**src/pwrmon_cfg.svh**
```systemverilog
// Register map, field positions and reset values of the power monitor registers.
// Assumes inclusion by the package and the design modules only.
`ifndef PWRMON_CFG_SVH
`define PWRMON_CFG_SVH

// ------------------------------------------------------------
// Offsets
// ------------------------------------------------------------
`define PWRMON_OFS_CONTROL 12'h000
`define PWRMON_OFS_STATUS 12'h004
`define PWRMON_OFS_TRIM 12'h024

// ------------------------------------------------------------
// Fields
// ------------------------------------------------------------
`define PWRMON_THR_MSB 12
`define PWRMON_THR_LSB 9
`define PWRMON_EN_BIT 4
`define PWRMON_BELOW_BIT 2
`define PWRMON_CAL_MSB 9
`define PWRMON_CAL_LSB 5
`define PWRMON_SRC_MSB 4
`define PWRMON_SRC_LSB 0
`define PWRMON_SRC_USER 5'h1F
`define PWRMON_THR_MAX 4'hA

// ------------------------------------------------------------
// Reset values
// ------------------------------------------------------------
`define PWRMON_THR_RESET 4'h3
`define PWRMON_EN_RESET 1'b0
`define PWRMON_STATUS_RESET 32'h0000_0000
`define PWRMON_CAL_DEFAULT 5'h0B

// AXI responses
`define PWRMON_RESP_OKAY 2'b00
`define PWRMON_RESP_SLVERR 2'b10

`endif

```
**src/pwrmon_pkg.sv**
```systemverilog
// Types shared by the power monitor register modules.
// Assumes the constants header is in the include path.
`include "pwrmon_cfg.svh"

package pwrmon_pkg;
    typedef logic [31:0] pwrmon_word_t;
    typedef logic [3:0] pwrmon_thr_t;
    typedef logic [4:0] pwrmon_cal_t;

    // Settings software steers
    typedef struct packed {
        pwrmon_thr_t thr;
        logic en;
        pwrmon_cal_t user_cal;
        logic use_user;
    } pwrmon_ctl_s;
endpackage

```
**src/pwrmon_sync.sv**
```systemverilog
// Two-stage synchroniser for the asynchronous comparator level.
// Assumes the input is a static level relative to aclk.
`timescale 1ns/1ps

module pwrmon_sync (
    // Clock and reset
    input wire logic aclk,
    input wire logic aresetn,
    // Level in and out
    input wire logic async_in,
    output logic sync_out
);
    typedef struct packed {
        logic s1;
        logic s2;
    } pwrmon_sync_s;

    pwrmon_sync_s state_reg;
    pwrmon_sync_s state_next;

    always_comb begin
        state_next.s1 = async_in;
        state_next.s2 = state_reg.s1;
    end

    always_ff @(posedge aclk) begin
        if (!aresetn) begin
            state_reg <= '0;
        end else begin
            state_reg <= state_next;
        end
    end

    assign sync_out = state_reg.s2;
endmodule // pwrmon_sync

```
**src/pwrmon_trim.sv**
```systemverilog
// Trim source selection for the slow internal oscillator.
// Assumes the factory value is a stable strap caught after reset release.
`timescale 1ns/1ps
`include "pwrmon_cfg.svh"

module pwrmon_trim (
    // Clock and reset
    input wire logic aclk,
    input wire logic aresetn,
    // Factory trim and software settings
    input wire logic [4:0] factory_cal,
    input wire logic [4:0] user_cal,
    input wire logic use_user,
    // Trim seen by software and by the oscillator
    output logic [4:0] default_cal,
    output logic [4:0] slow_osc_trim
);
    typedef struct packed {
        logic loaded;
        logic [4:0] cal;
        logic [4:0] trim;
    } pwrmon_trim_s;

    pwrmon_trim_s state_reg;
    pwrmon_trim_s state_next;

    always_comb begin
        state_next = state_reg;
        if (!state_reg.loaded) begin
            state_next.loaded = 1'b1;
            state_next.cal = factory_cal;
        end
        state_next.trim = use_user ? user_cal : state_next.cal;
    end

    // Strap is sampled by the clock after release, never by reset itself
    always_ff @(posedge aclk) begin
        if (!aresetn) begin
            state_reg <= {1'b0, `PWRMON_CAL_DEFAULT, `PWRMON_CAL_DEFAULT};
        end else begin
            state_reg <= state_next;
        end
    end

    assign default_cal = state_reg.cal;
    assign slow_osc_trim = state_reg.trim;
endmodule // pwrmon_trim

```
**src/pwrmon_regs.sv**
```systemverilog
// AXI4-Lite register bank for the supply monitor and slow oscillator trim.
// Assumes a single aclk domain; comparator output arrives asynchronously.
//
// Overview of operation
// - Threshold select field bits 12:9, 1.8-4.8V
// - Control bit 4 turns monitor on
// - Status bit 2 flags supply below threshold
// - Below flag valid only while enabled
// - Reserved bits always read zero
// - Status at 0x04, resets to zero
// - Calibration field loads factory value at startup
// - Calibration field reads factory value, except 0x0B for a read on the first clock after reset release
// - Written calibration applies only when source 1F
// - Source field resets zero, reads zero
// - Other source values restore factory trim
`timescale 1ns/1ps
`include "pwrmon_cfg.svh"

module pwrmon_regs (
    // Clock and reset
    input wire logic aclk,
    input wire logic aresetn,
    // Write address channel
    input wire logic [11:0] s_axi_awaddr,
    input wire logic [2:0] s_axi_awprot,
    input wire logic s_axi_awvalid,
    output logic s_axi_awready,
    // Write data channel
    input wire logic [31:0] s_axi_wdata,
    input wire logic [3:0] s_axi_wstrb,
    input wire logic s_axi_wvalid,
    output logic s_axi_wready,
    // Write response channel
    output logic [1:0] s_axi_bresp,
    output logic s_axi_bvalid,
    input wire logic s_axi_bready,
    // Read address channel
    input wire logic [11:0] s_axi_araddr,
    input wire logic [2:0] s_axi_arprot,
    input wire logic s_axi_arvalid,
    output logic s_axi_arready,
    // Read data channel
    output logic [31:0] s_axi_rdata,
    output logic [1:0] s_axi_rresp,
    output logic s_axi_rvalid,
    input wire logic s_axi_rready,
    // Analog monitor
    input wire logic monitor_below_async,
    output logic monitor_enable,
    output logic [3:0] monitor_threshold_select,
    // Slow oscillator trim
    input wire logic [4:0] factory_cal,
    output logic [4:0] slow_osc_trim_value
);
    typedef struct packed {
        // Write halves held until both are in
        logic aw_held;
        logic [11:0] aw_addr;
        logic w_held;
        logic [31:0] w_data;
        logic [3:0] w_strb;
        logic bvalid;
        logic [1:0] bresp;
        // Read answer, standing until rready
        logic rvalid;
        logic [1:0] rresp;
        logic [31:0] rdata;
        // Settings software steers
        pwrmon_pkg::pwrmon_ctl_s ctl;
    } pwrmon_regs_s;

    pwrmon_regs_s state_reg;
    pwrmon_regs_s state_next;

    logic below_sync;
    logic [4:0] default_cal;

    // ------------------------------------------------------------
    // Helpers
    // ------------------------------------------------------------
    // Register picked by a word address; write and read decode share it
    typedef enum {
        sel_none,
        sel_control,
        sel_status,
        sel_trim
    } pwrmon_sel_e;

    function automatic pwrmon_sel_e decode_reg(input logic [11:0] addr);
        logic [11:0] word_addr;
        word_addr = {addr[11:2], 2'b00};
        case (word_addr)
            `PWRMON_OFS_CONTROL: begin
                decode_reg = sel_control;
            end
            `PWRMON_OFS_STATUS: begin
                decode_reg = sel_status;
            end
            `PWRMON_OFS_TRIM: begin
                decode_reg = sel_trim;
            end
            // Holes in the map answer with an error, never alias
            default: begin
                decode_reg = sel_none;
            end
        endcase
    endfunction

    // Response code decision
    function automatic logic is_mapped(input logic [11:0] addr);
        is_mapped = (decode_reg(addr) != sel_none);
    endfunction

    function automatic logic [31:0] control_image(input pwrmon_pkg::pwrmon_ctl_s ctl);
        logic [31:0] img;
        img = 32'h0000_0000;
        img[`PWRMON_THR_MSB:`PWRMON_THR_LSB] = ctl.thr;
        img[`PWRMON_EN_BIT] = ctl.en;
        control_image = img;
    endfunction

    function automatic logic [31:0] status_image(input logic below, input logic en);
        logic [31:0] img;
        img = `PWRMON_STATUS_RESET;
        img[`PWRMON_BELOW_BIT] = below & en;
        status_image = img;
    endfunction

    function automatic logic [31:0] trim_image(input logic [4:0] cal);
        logic [31:0] img;
        img = 32'h0000_0000;
        img[`PWRMON_CAL_MSB:`PWRMON_CAL_LSB] = cal;
        trim_image = img;
    endfunction

    // Per-lane merge; lanes without a strobe keep the old byte
    function automatic logic [31:0] merge(input logic [31:0] old, input logic [31:0] data, input logic [3:0] strb);
        logic [31:0] res;
        res = old;
        for (int i = 0; i < 4; i++) begin
            if (strb[i]) begin
                res[i*8 +: 8] = data[i*8 +: 8];
            end
        end
        merge = res;
    endfunction

    // ------------------------------------------------------------
    // Submodules
    // ------------------------------------------------------------
    pwrmon_sync u_sync (
        .aclk(aclk),
        .aresetn(aresetn),
        .async_in(monitor_below_async),
        .sync_out(below_sync)
    );

    // Trim path sees the stored settings one cycle after the write
    pwrmon_trim u_trim (
        .aclk(aclk),
        .aresetn(aresetn),
        .factory_cal(factory_cal),
        .user_cal(state_reg.ctl.user_cal),
        .use_user(state_reg.ctl.use_user),
        .default_cal(default_cal),
        .slow_osc_trim(slow_osc_trim_value)
    );

    // ------------------------------------------------------------
    // Next state
    // ------------------------------------------------------------
    always_comb begin
        logic [31:0] wr;
        logic [11:0] waddr;
        logic [31:0] wd;
        logic [3:0] ws;
        logic do_write;
        wr = '0;
        do_write = 1'b0;
        state_next = state_reg;
        waddr = state_reg.aw_held ? state_reg.aw_addr : s_axi_awaddr;
        wd = state_reg.w_held ? state_reg.w_data : s_axi_wdata;
        ws = state_reg.w_held ? state_reg.w_strb : s_axi_wstrb;

        // ------------------------------------------------------------
        // Write path
        // ------------------------------------------------------------
        if (s_axi_awvalid && s_axi_awready) begin
            state_next.aw_held = 1'b1;
            state_next.aw_addr = s_axi_awaddr;
        end
        if (s_axi_wvalid && s_axi_wready) begin
            state_next.w_held = 1'b1;
            state_next.w_data = s_axi_wdata;
            state_next.w_strb = s_axi_wstrb;
        end
        do_write = !state_reg.bvalid
            && (state_reg.aw_held || s_axi_awvalid)
            && (state_reg.w_held || s_axi_wvalid);
        if (s_axi_bvalid && s_axi_bready) begin
            state_next.bvalid = 1'b0;
        end
        if (do_write) begin
            state_next.aw_held = 1'b0;
            state_next.w_held = 1'b0;
            state_next.bvalid = 1'b1;
            state_next.bresp = is_mapped(waddr) ? `PWRMON_RESP_OKAY : `PWRMON_RESP_SLVERR;
            // Lanes merge over the current image so a partial write keeps the rest
            if (decode_reg(waddr) == sel_control) begin
                wr = merge(control_image(state_reg.ctl), wd, ws);
                state_next.ctl.thr = wr[`PWRMON_THR_MSB:`PWRMON_THR_LSB];
                state_next.ctl.en = wr[`PWRMON_EN_BIT];
            end
            // Status is read only: a write to it is answered and changes nothing
            if (decode_reg(waddr) == sel_trim) begin
                wr = merge(trim_image(state_reg.ctl.user_cal), wd, ws);
                state_next.ctl.user_cal = wr[`PWRMON_CAL_MSB:`PWRMON_CAL_LSB];
                // Source byte lane present: decide trim source
                if (ws[0]) begin
                    state_next.ctl.use_user = (wr[`PWRMON_SRC_MSB:`PWRMON_SRC_LSB] == `PWRMON_SRC_USER);
                end
            end
        end

        // ------------------------------------------------------------
        // Read path
        // ------------------------------------------------------------
        if (s_axi_rvalid && s_axi_rready) begin
            state_next.rvalid = 1'b0;
        end
        if (s_axi_arvalid && s_axi_arready) begin
            state_next.rvalid = 1'b1;
            state_next.rresp = `PWRMON_RESP_OKAY;
            state_next.rdata = '0;
            case (decode_reg(s_axi_araddr))
                sel_control: begin
                    state_next.rdata = control_image(state_reg.ctl);
                end
                sel_status: begin
                    state_next.rdata = status_image(below_sync, state_reg.ctl.en);
                end
                sel_trim: begin
                    state_next.rdata = trim_image(default_cal);
                end
                default: begin
                    state_next.rresp = `PWRMON_RESP_SLVERR;
                end
            endcase
        end
    end

    // ------------------------------------------------------------
    // State register
    // ------------------------------------------------------------
    always_ff @(posedge aclk) begin
        if (!aresetn) begin
            state_reg <= '0;
            state_reg.ctl.thr <= `PWRMON_THR_RESET;
            state_reg.ctl.en <= `PWRMON_EN_RESET;
            state_reg.ctl.use_user <= 1'b0;
        end else begin
            state_reg <= state_next;
        end
    end

    // ------------------------------------------------------------
    // Outputs
    // ------------------------------------------------------------
    // One write in flight; new address/data wait until response accepted
    assign s_axi_awready = !state_reg.aw_held && !state_reg.bvalid;
    assign s_axi_wready = !state_reg.w_held && !state_reg.bvalid;
    assign s_axi_bvalid = state_reg.bvalid;
    assign s_axi_bresp = state_reg.bresp;
    assign s_axi_arready = !state_reg.rvalid;
    assign s_axi_rvalid = state_reg.rvalid;
    assign s_axi_rdata = state_reg.rdata;
    assign s_axi_rresp = state_reg.rresp;
    assign monitor_enable = state_reg.ctl.en;
    assign monitor_threshold_select = state_reg.ctl.thr;
endmodule // pwrmon_regs

```
**config.mk**
```make
export PLATFORM = sky130hd
export DESIGN_NAME = pwrmon_regs
export DESIGN_NICKNAME = d
export VERILOG_FILES = /design/src/pwrmon_pkg.sv /design/src/pwrmon_sync.sv /design/src/pwrmon_trim.sv /design/src/pwrmon_regs.sv
export VERILOG_INCLUDE_DIRS = /design/src
export SDC_FILE = /design/constraint.sdc
export NUM_CORES = 1
export LEC_CHECK = 0
export BUFFER_PORTS_ARGS = -buffer_cell sky130_fd_sc_hd__buf_2
export CAP_MARGIN = 20
export CORE_UTILIZATION = 47
export CTS_CLUSTER_DIAMETER = 30
export DETAILED_ROUTE_END_ITERATION = 8
export HOLD_SLACK_MARGIN = 0.02
export PLACE_DENSITY = 0.77
export SYNTH_ARGS = -nofsm -noshare
export SYNTH_HDL_FRONTEND = slang
export SYNTH_SLANG_ARGS = --single-unit
```
**constraint.sdc**
```tcl
create_clock -name aclk -period 1.9 [get_ports aclk]
set_input_delay 0.38 -clock aclk [delete_from_list [all_inputs] [get_ports aclk]]
set_output_delay 0.38 -clock aclk [all_outputs]
set_load 0.005 [all_outputs]
```
=== Word-level counts from Yosys, hierarchy flattened ===
Cells that the tools add are included.
Widths: inputs -> output; s select.

* Bits in registers: 91
* Output and inout bits: 51

* Equal/unequal tests: 11
* Mux-type cells: 19
* Bitwise logic cells: 2
* Reductions and logical operators: 27

{| class="wikitable"
|+ Operators with widths
! operator !! number
|-
| $eq 32x2->1 const B || 3
|-
| $mux 32 || 2
|-
| $pmux 13 s3 || 1
|-
| $mux 35 || 1
|-
| $eq 32x1->1 const B || 1
|-
| $eq 32x3->1 const B || 1
|-
| $reduce_bool 32->1 || 1
|-
| $mux 8 || 3
|-
| $eq 10x1->1 const B || 2
|-
| $eq 10x4->1 const B || 2
|-
| $logic_not 10->1 || 2
|-
| $reduce_and 3->1 || 5
|-
| $mux 13 || 1
|-
| $mux 12 || 1
|-
| $pmux 2 s3 || 2
|-
| $mux 5 || 2
|-
| $logic_and 1x1->1 || 9
|-
| $mux 2 || 3
|-
| $eq 5x5->1 const B || 1
|-
| $logic_not 1->1 || 4
|-
| $reduce_bool 2->1 || 2
|-
| $mux 3 || 1
|-
| $ne 3x3->1 const B || 1
|-
| $reduce_or 3->1 || 1
|-
| other kinds (5) || 7
|}

=== Longest topological paths before layout ===
Gate-level depths: netlist (run 1).

* Depth after elaboration: 8
* Gate-level depth with buffers: 7
* Depth with buffers taken out: 4

=== Modules after synthesis ===
From an unflattened synthesis (run 1), not the netlist that was laid out.

* Cell total of the unflattened synthesis: 358
* Area total of the unflattened synthesis: 3119.2 um2

{| class="wikitable"
|+ Modules (own cells, without submodules)
! module !! instances !! cells an instance !! area each (um2) !! sequential area each (um2)
|-
| pwrmon_regs || 1 || 308 || 2592.5 || 1041.0
|-
| pwrmon_trim || 1 || 46 || 474.2 || 220.2
|-
| pwrmon_sync || 1 || 4 || 52.6 || 40.0
|}

=== Least setup slack after synthesis (run 1) ===
OpenSTA, ideal clock, no wires.

* Kind: input-to-reg
* Start point: in s_axi_awaddr[6]
* End point: reg state_reg (netlist bit monitor_threshold_select[0])
* Library setup time: 121 ps
* Arrival time: 1629 ps
* Data required time: 1779 ps
* Setup slack: 149 ps
* Stages: 4
* Buffers on the path: 0
* Cell sequence: or4_4 -> o22ai_4 -> nand3_4 -> mux2_4

* Longest elaborated chain between the ends: 6

{| class="wikitable"
|+ Ends and longest elaborated chain
! item !! RTL line !! RTL
|-
| from (decl) || pwrmon_regs.sv:24 || <nowiki>input wire logic [11:0] s_axi_awaddr,</nowiki>
|-
| $mux 12 * || pwrmon_regs.sv:181 || <nowiki>waddr = state_reg.aw_held ? state_reg.aw_addr : s_axi_awaddr;</nowiki>
|-
| $eq 10x4->1 (tied with other cells) || pwrmon_regs.sv:92 || <nowiki>case (word_addr)</nowiki>
|-
| $pmux 2 s3 * || pwrmon_regs.sv:92 ||
|-
| $mux 32 * || pwrmon_regs.sv:203 || <nowiki>if (do_write) begin</nowiki>
|-
| $eq 32x2->1 * || pwrmon_regs.sv:209 || <nowiki>if (decode_reg(waddr) == sel_control) begin</nowiki>
|-
| $reduce_and 3->1 (no line) * || n/a ||
|-
| to (signal assigned) || pwrmon_regs.sv:262 || <nowiki>state_reg <= state_next;</nowiki>
|-
| to (decl) || pwrmon_regs.sv:72 || <nowiki>pwrmon_regs_s state_reg;</nowiki>
|}

Mark *: on every way between the ends. The rest lies on a longest branch, timed or not. The select of a mux whose other input is x is not followed.
A chain may end at the register's enable or synchronous reset.

=== Worst setup path in the final report (run 1) ===
* Start point: reg state_reg[98] in the netlist's numbering
* End point: reg, netlist name state_reg[0]

* Longest elaborated chain between the ends: 6

{| class="wikitable"
|+ Ends and longest elaborated chain
! item !! RTL line !! RTL
|-
| $mux 12 || pwrmon_regs.sv:181 ||
|-
| $eq 10x4->1 (tied with other cells) || pwrmon_regs.sv:92 ||
|-
| $pmux 2 s3 || pwrmon_regs.sv:92 ||
|-
| $mux 32 || pwrmon_regs.sv:203 ||
|-
| $eq 32x3->1 || pwrmon_regs.sv:215 || <nowiki>if (decode_reg(waddr) == sel_trim) begin</nowiki>
|-
| $reduce_and 3->1 (no line) * || n/a ||
|}

Marks and branches as above.

==> metrics.cfg, run 1 <==
[run_status]
outcome = completed

[clock_tree]
post_cts_buffers = 0
root_buffer = clkbuf_8
cts.clk_slew.worst_paths_ns = 0.07
cts_tree = done
cts_buffer_depth = 2
worst_skew_pair.late_latency_ns = 0.34
htreeDepth = 3
ctsHoldBuffers = 0
clock-sinks = 65
numCtsBuffers = 9

[global_routing]
grt_pass1_vias = 2256
overflow = 0
grt_use_total_pct = 20.0
grt_first_pass_wirelength_um = 10100
antenna_found_initial = 0
grt_max_degree = 33

[floorplanning]
die_h_um = 82.8
placementRows = 29
die_area_um2 = 6850
ios = 130
start_util_pct = 48.6
chipWidth_um = 82.8
core_um2 = 6310

[routing]
wl_met1_um = 2890
first_pass_iters = 4
post_drt_wl_per_cell_um = 12.7
route.detailed.drc = 0
drt_iter0_drc = 151
routed-wl-met3_um = 282
ant_nets = 0
dr.max_layer_used = met4
vias = 2451
avgViaCountPerCell = 4.93
wl_met2_um = 3010
routed_wl_um = 6290

[placement]
numPlacedInstances = 481
place_congestion = 0.823
placed_area_um2 = 3330
place_ws_ns = -0.0174
place_hpwl_um = 4750
port_buffers = 74

[worst_hold_path]
hold_start = monitor_below_async
worstHoldPathType = input port to register

[setup_path]
cp.arrival_ns = 2.08
worstReg2RegStart = state_reg[98]
end_kind = register
critPathLaunch = state_reg[98]
critPathKind = register to register
crit_fanout = 8
cp_data_required_time_ns = 2.16
cp-start-kind = register

[sta]
setup_viol = 0
finClkSkew_ns = 0.00706
finalWorstSetupSlack_ns = 0.0801
fmax_mhz = 549
rsz0062_at_grt = no
fin_crit_sh_pct = 95.8
worstMarginPinSlew_ns = 0.538
min_period_ns = 1.82
drv_slew = 0
slew_headroom_pct = 63.9
hold_viol = 0

[pwr]
leakage_nw = 1.62
power_density_nw_per_um2 = 904
clkPwrFrac_pct = 41.3
p_int_w = 0.00242
p_switching_w = 0.000799
ir_drop_uv = 496
sw_frac_of_total_pct = 24.8
p_comb_share_pct = 12.8
seqPwrFrac_pct = 45.9

[logic_synthesis]
synth_top_cell_area_share_pct = 42.4
ys_seq_area_share_pct = 42.4
syn_area_per_cell_um2 = 8.68
synthArstFlopShare_pct = 0
ys_top_cells_by_count = 75 x nand2_1, 65 x dfxtp_1, 45 x buf_4
ys.flop_type = dfxtp_1
synth_area_um2 = 3070
synth.area.top_cells = dfxtp_1 42%, buf_4 11%, nand2_1 9.2%, mux2i_1 5.6%, a21oi_1 5.2%
synth-seq-cells = 65
synth_top_area_cell = dfxtp_1
synth_edf_count = 0
synth_cells = 353
yosysMostFrequentCell = nand2_1
synth.distinct_cells = 48
yosysWarnings = 0

[layout]
final_cell_area_um2 = 3560
multiInputGateArea_um2 = 1430
fillCellCount = 574
ff_latch_area_um2 = 1300
area_growth_pct = 16.1
n_antenna_cell = 0
largest_reg_flops = 33
drive_above_1_share_pct = 30.5
final_cell_count_no_fill = 497
final_nets = 494

[run]
maxCapViolations = 0

## cell type report
class,instances,area share (%)
well taps,77,2.71
multi-input cells,246,40.2
clock buffers,11,4.25
repair buffers,90,13.8
clock inverters,5,2.18
inverters,3,0.316
flip-flops and latches,65,36.6
## what timing repair did
action	in CTS	in global routing
endpoints found under the setup margin	0	9
hold endpoints to repair	0	0
gates resized for setup	0	1
## routing by layer
metal / track usage (%) / vias up
li1: - / 1258
met1: 23.9 / 1117
met2: 33.3 / 66
met3: 5.05 / 10
met4: 9.66 / 0
met5: 0 / -
## metrics by stage
stage	hold slack (ns)	TNS [ns]	total power (W)	util, %
floorplan	0.408	0	0.00181	-
global placement	0.422	0	0.00191	52.7
detailed placement	0.426	-0.0241	0.00192	52.7
CTS	0.251	0	0.00324	56.3
global route	0.248	0	0.00337	56.4
finish	0.263	0	0.00322	56.4
## cells by family after synthesis
| logic type | after synthesis | synth area share [%] |
|---|---|---|
| compound gates | 55 | 11.3 |
| buf+inv | 65 | 13.8 |
| flops | 65 | 42.4 |
| other cells | 1 | 0.122 |
| mux | 28 | 9.84 |
| simple gates | 139 | 22.5 |
## worst max-delay path, cell delays in order (launching register included)
cell     delay (ns)
dfxtp_2        0.41
or4b_1         0.50
o22ai_4        0.32
nand4_2        0.27
mux2i_1        0.24
## cell usage in the layout (no fill, tap or decap), drive strengths merged, types with 3 or more instances in the layout
| cell | instances |
|---|---|
| a21oi | 32 |
| nand2b | 5 |
| conb | 24 |
| or4 | 3 |
| clkbuf | 11 |
| or2 | 3 |
| dfxtp | 65 |
| mux2i | 17 |
| and4 | 4 |
| nor4 | 3 |
| nand2 | 75 |
| nor3 | 4 |
| nor2 | 23 |
| and2 | 5 |
| buf | 90 |
| a22oi | 4 |
| clkinv | 3 |
| o21ai | 4 |
| a32o | 4 |
| nand4 | 3 |
| mux2 | 11 |
## worst paths after layout
path,slack [ns],depth (start not counted),to
min,0.26,2,u_sync.state_next[0]
max reg2reg,0.08,4,state_reg[0]
min reg2reg,0.44,1,u_sync.sync_out
max,0.08,4,state_reg[0]
## power groups by stage
stage | Combinational, W | Sequential [W] | Clock, W
after CTS | 0.000412 | 0.00148 | 0.00135
after floorplan | 0.000317 | 0.00149 | 0
after detailed placement | 0.000410 | 0.00151 | 0
after global routing | 0.000462 | 0.00149 | 0.00143
final | 0.000412 | 0.00148 | 0.00133
after global placement | 0.000402 | 0.00150 | 0
Power figures use the tool's default switching activity.
==> run 2: changes to the inputs <==
--- a/config.mk
+++ b/config.mk
@@ -8,6 +8,7 @@
 export LEC_CHECK = 0
 export BUFFER_PORTS_ARGS = -buffer_cell sky130_fd_sc_hd__buf_2
 export CAP_MARGIN = 20
+export CORE_ASPECT_RATIO = 0.75
 export CORE_UTILIZATION = 47
 export CTS_CLUSTER_DIAMETER = 30
 export DETAILED_ROUTE_END_ITERATION = 8
==> constraint.sdc (replaced) <==
create_clock -name aclk -period 2.1 [get_ports aclk]
set_input_delay 0.42 -clock aclk [delete_from_list [all_inputs] [get_ports aclk]]
set_output_delay 0.42 -clock aclk [all_outputs]
set_load 0.005 [all_outputs]
==> run 2 against run 1 <==
Compared with the run above: hold slack better by 0.041 ns; global-route usage down 0.76 points; non-clock buffer count fell by 8; clock skew is essentially flat; cell count shrank 1.4%; utilization shrank 1.9 points; maximum frequency down 8.9%; sequential share of layout area up 1.4 points; sequential power fell by 9%; power is 21% lower; register-to-register slack improved by 0.02 ns; combinational power shrank 14%; critical endpoint is now state_reg[5]; largest cell class unchanged; largest power group unchanged.
==> metrics.cfg, run 2 (synthesized netlist as in run 1, its figures left out) <==
[floorplanning]
chipWidth_um = 95.3  ; was 82.8 µm
start_util_pct = 48.8  ; was 48.6%
core_um2 = 6290  ; was 6310 µm²
die_h_um = 71.9  ; was 82.8 µm
die_area_um2 = 6850  ; about the same
placementRows = 25  ; was 29
ios = 130  ; unchanged

[setup_path]
critPathKind = register to register  ; unchanged
cp_data_required_time_ns = 2.32  ; was 2.16 ns
crit_fanout = 11  ; was 8
cp.arrival_ns = 2.22  ; was 2.08 ns
slowest_stage = dfxtp_1  ; was or4b_1
max_stage_delay_ns = 0.56  ; was 0.50 ns
end_kind = register  ; unchanged
cp-start-kind = register  ; unchanged
path_cells = or4b_1, o22ai_4, nand4_4, mux2_4  ; was or4b_1, o22ai_4, nand4_2, mux2i_1

[layout]
final_cell_count_no_fill = 490  ; was 497
final_cell_area_um2 = 3420  ; was 3560 µm²
final_nets = 486  ; was 494
drive_above_1_share_pct = 27.9  ; was 30.5%
fillCellCount = 605  ; was 574
final_cell_mix = 75 x nand2_1, 74 x buf_2, 65 x dfxtp_1  ; was 75 x nand2_1, 74 x buf_2, 64 x dfxtp_1
largest_reg_flops = 33  ; unchanged
ff_latch_area_um2 = 1300  ; about the same
multiInputGateArea_um2 = 1430  ; unchanged
n_antenna_cell = 0  ; unchanged
area_growth_pct = 11.7  ; was 16.1%
mostFrequentLayoutCell = nand2_1  ; unchanged

[global_routing]
grt_first_pass_wirelength_um = 9970  ; was 10,100 µm
antenna_found_initial = 0  ; unchanged
grt_max_degree = 33  ; unchanged
overflow = 0  ; unchanged
grt_pass1_vias = 2167  ; was 2,256
grt_use_total_pct = 19.2  ; was 20.0%

[clock_tree]
numCtsBuffers = 9  ; unchanged
cts_resized = 0  ; unchanged
worst_skew_pair.late_latency_ns = 0.33  ; was 0.34 ns
cts_buffer_depth = 2  ; unchanged
htreeDepth = 3  ; unchanged
post_cts_buffers = 0  ; unchanged
clock-sinks = 65  ; unchanged
cts_tree = done  ; unchanged
cts.clk_slew.worst_paths_ns = 0.06  ; was 0.07 ns
ctsHoldBuffers = 0  ; unchanged
root_buffer = clkbuf_8  ; unchanged

[run_status]
outcome = completed  ; unchanged

[sta]
finalWorstSetupSlack_ns = 0.103  ; was 0.0801 ns
whs_ns = 0.304  ; was 0.263 ns
fmax_mhz = 501  ; was 549 MHz
setup_viol = 0  ; unchanged
slew_headroom_pct = 60.9  ; was 63.9%
finalSetupTns_ns = 0  ; unchanged
drv_slew = 0  ; unchanged
rsz0062_at_grt = no  ; unchanged
fin_crit_sh_pct = 95.1  ; was 95.8%
finClkSkew_ns = 0.00695  ; was 0.00706 ns
min_period_ns = 2.00  ; was 1.82 ns
worstMarginPinSlew_ns = 0.587  ; was 0.538 ns
hold_viol = 0  ; unchanged

[placement]
placed_area_um2 = 3270  ; was 3330 µm²
port_buffers = 74  ; unchanged
place_hpwl_um = 4560  ; was 4750 µm
place_ws_ns = 0.119  ; was -0.0174 ns
numPlacedInstances = 477  ; was 481
place_congestion = 0.793  ; was 0.823

[routing]
first_pass_iters = 5  ; was 4
avgViaCountPerCell = 5.05  ; was 4.93
drt_iter0_drc = 98  ; was 151
ant_nets = 0  ; unchanged
routed_wl_um = 6170  ; was 6290 µm
post_drt_wl_per_cell_um = 12.6  ; was 12.7 µm
vias = 2473  ; was 2,451
route.detailed.drc = 0  ; unchanged

[pwr]
power_density_nw_per_um2 = 746  ; was 904 nW/µm²
ir_drop_uv = 381  ; was 496 µV
leakage_nw = 1.54  ; was 1.62 nW

[run]
maxCapViolations = 0  ; unchanged

[worst_hold_path]
worstHoldPathType = input port to register  ; unchanged

run 2: area by class of cell:
class                      count  area share [%]
timing repair buffer          82            12.6
tap                           81            2.96
clock inverter                 1           0.146
inverter                       3           0.329
clock buffer                  12            4.24
multi-input combinational    246            41.7
sequential                    65            38.0
run 2: critical path, delay by kind of cell, from the launching register on:
family / cells / cell delay (ns)
AND/OR/NAND/NOR: 2 / 0.70
multiplexers: 1 / 0.32
AO/OA/AOI/OAI: 1 / 0.31
flip-flops: 1 / 0.56
run 2: path summary, 6_finish.rpt:
kind | from | end | slack, ns | depth (start not counted)
min | monitor_below_async | u_sync.state_next[0] | 0.30 | 2
max reg2reg | state_reg[98] | state_reg[5] | 0.10 | 4
max | state_reg[98] | state_reg[5] | 0.10 | 4
min reg2reg | u_sync.state_next[0] | u_sync.sync_out | 0.42 | 1
run 2: metal layers:
layer / global-route usage, % / vias up / routed length, µm
li1: - / 1238 / -
met1: 25.4 / 1136 / 2860
met2: 29.0 / 88 / 2740
met3: 6.39 / 11 / 467
met4: 7.58 / 0 / 97
met5: 0 / - / 0
run 2: through the flow:
step | power (W) | util [%]
after floorplan | 0.00163 | -
after global placement | 0.00171 | 52.1
after detailed placement | 0.00172 | 52.1
after CTS | 0.00259 | 54.4
after global routing | 0.00269 | 54.4
final | 0.00255 | 54.4
run 2: power by group:
group | switching (W) | leakage [nW] | internal, W
clock | 0.000416 | 0.0782 | 0.000439
sequential | 0.0000470 | 0.532 | 0.00130
combinational | 0.000202 | 0.930 | 0.000153
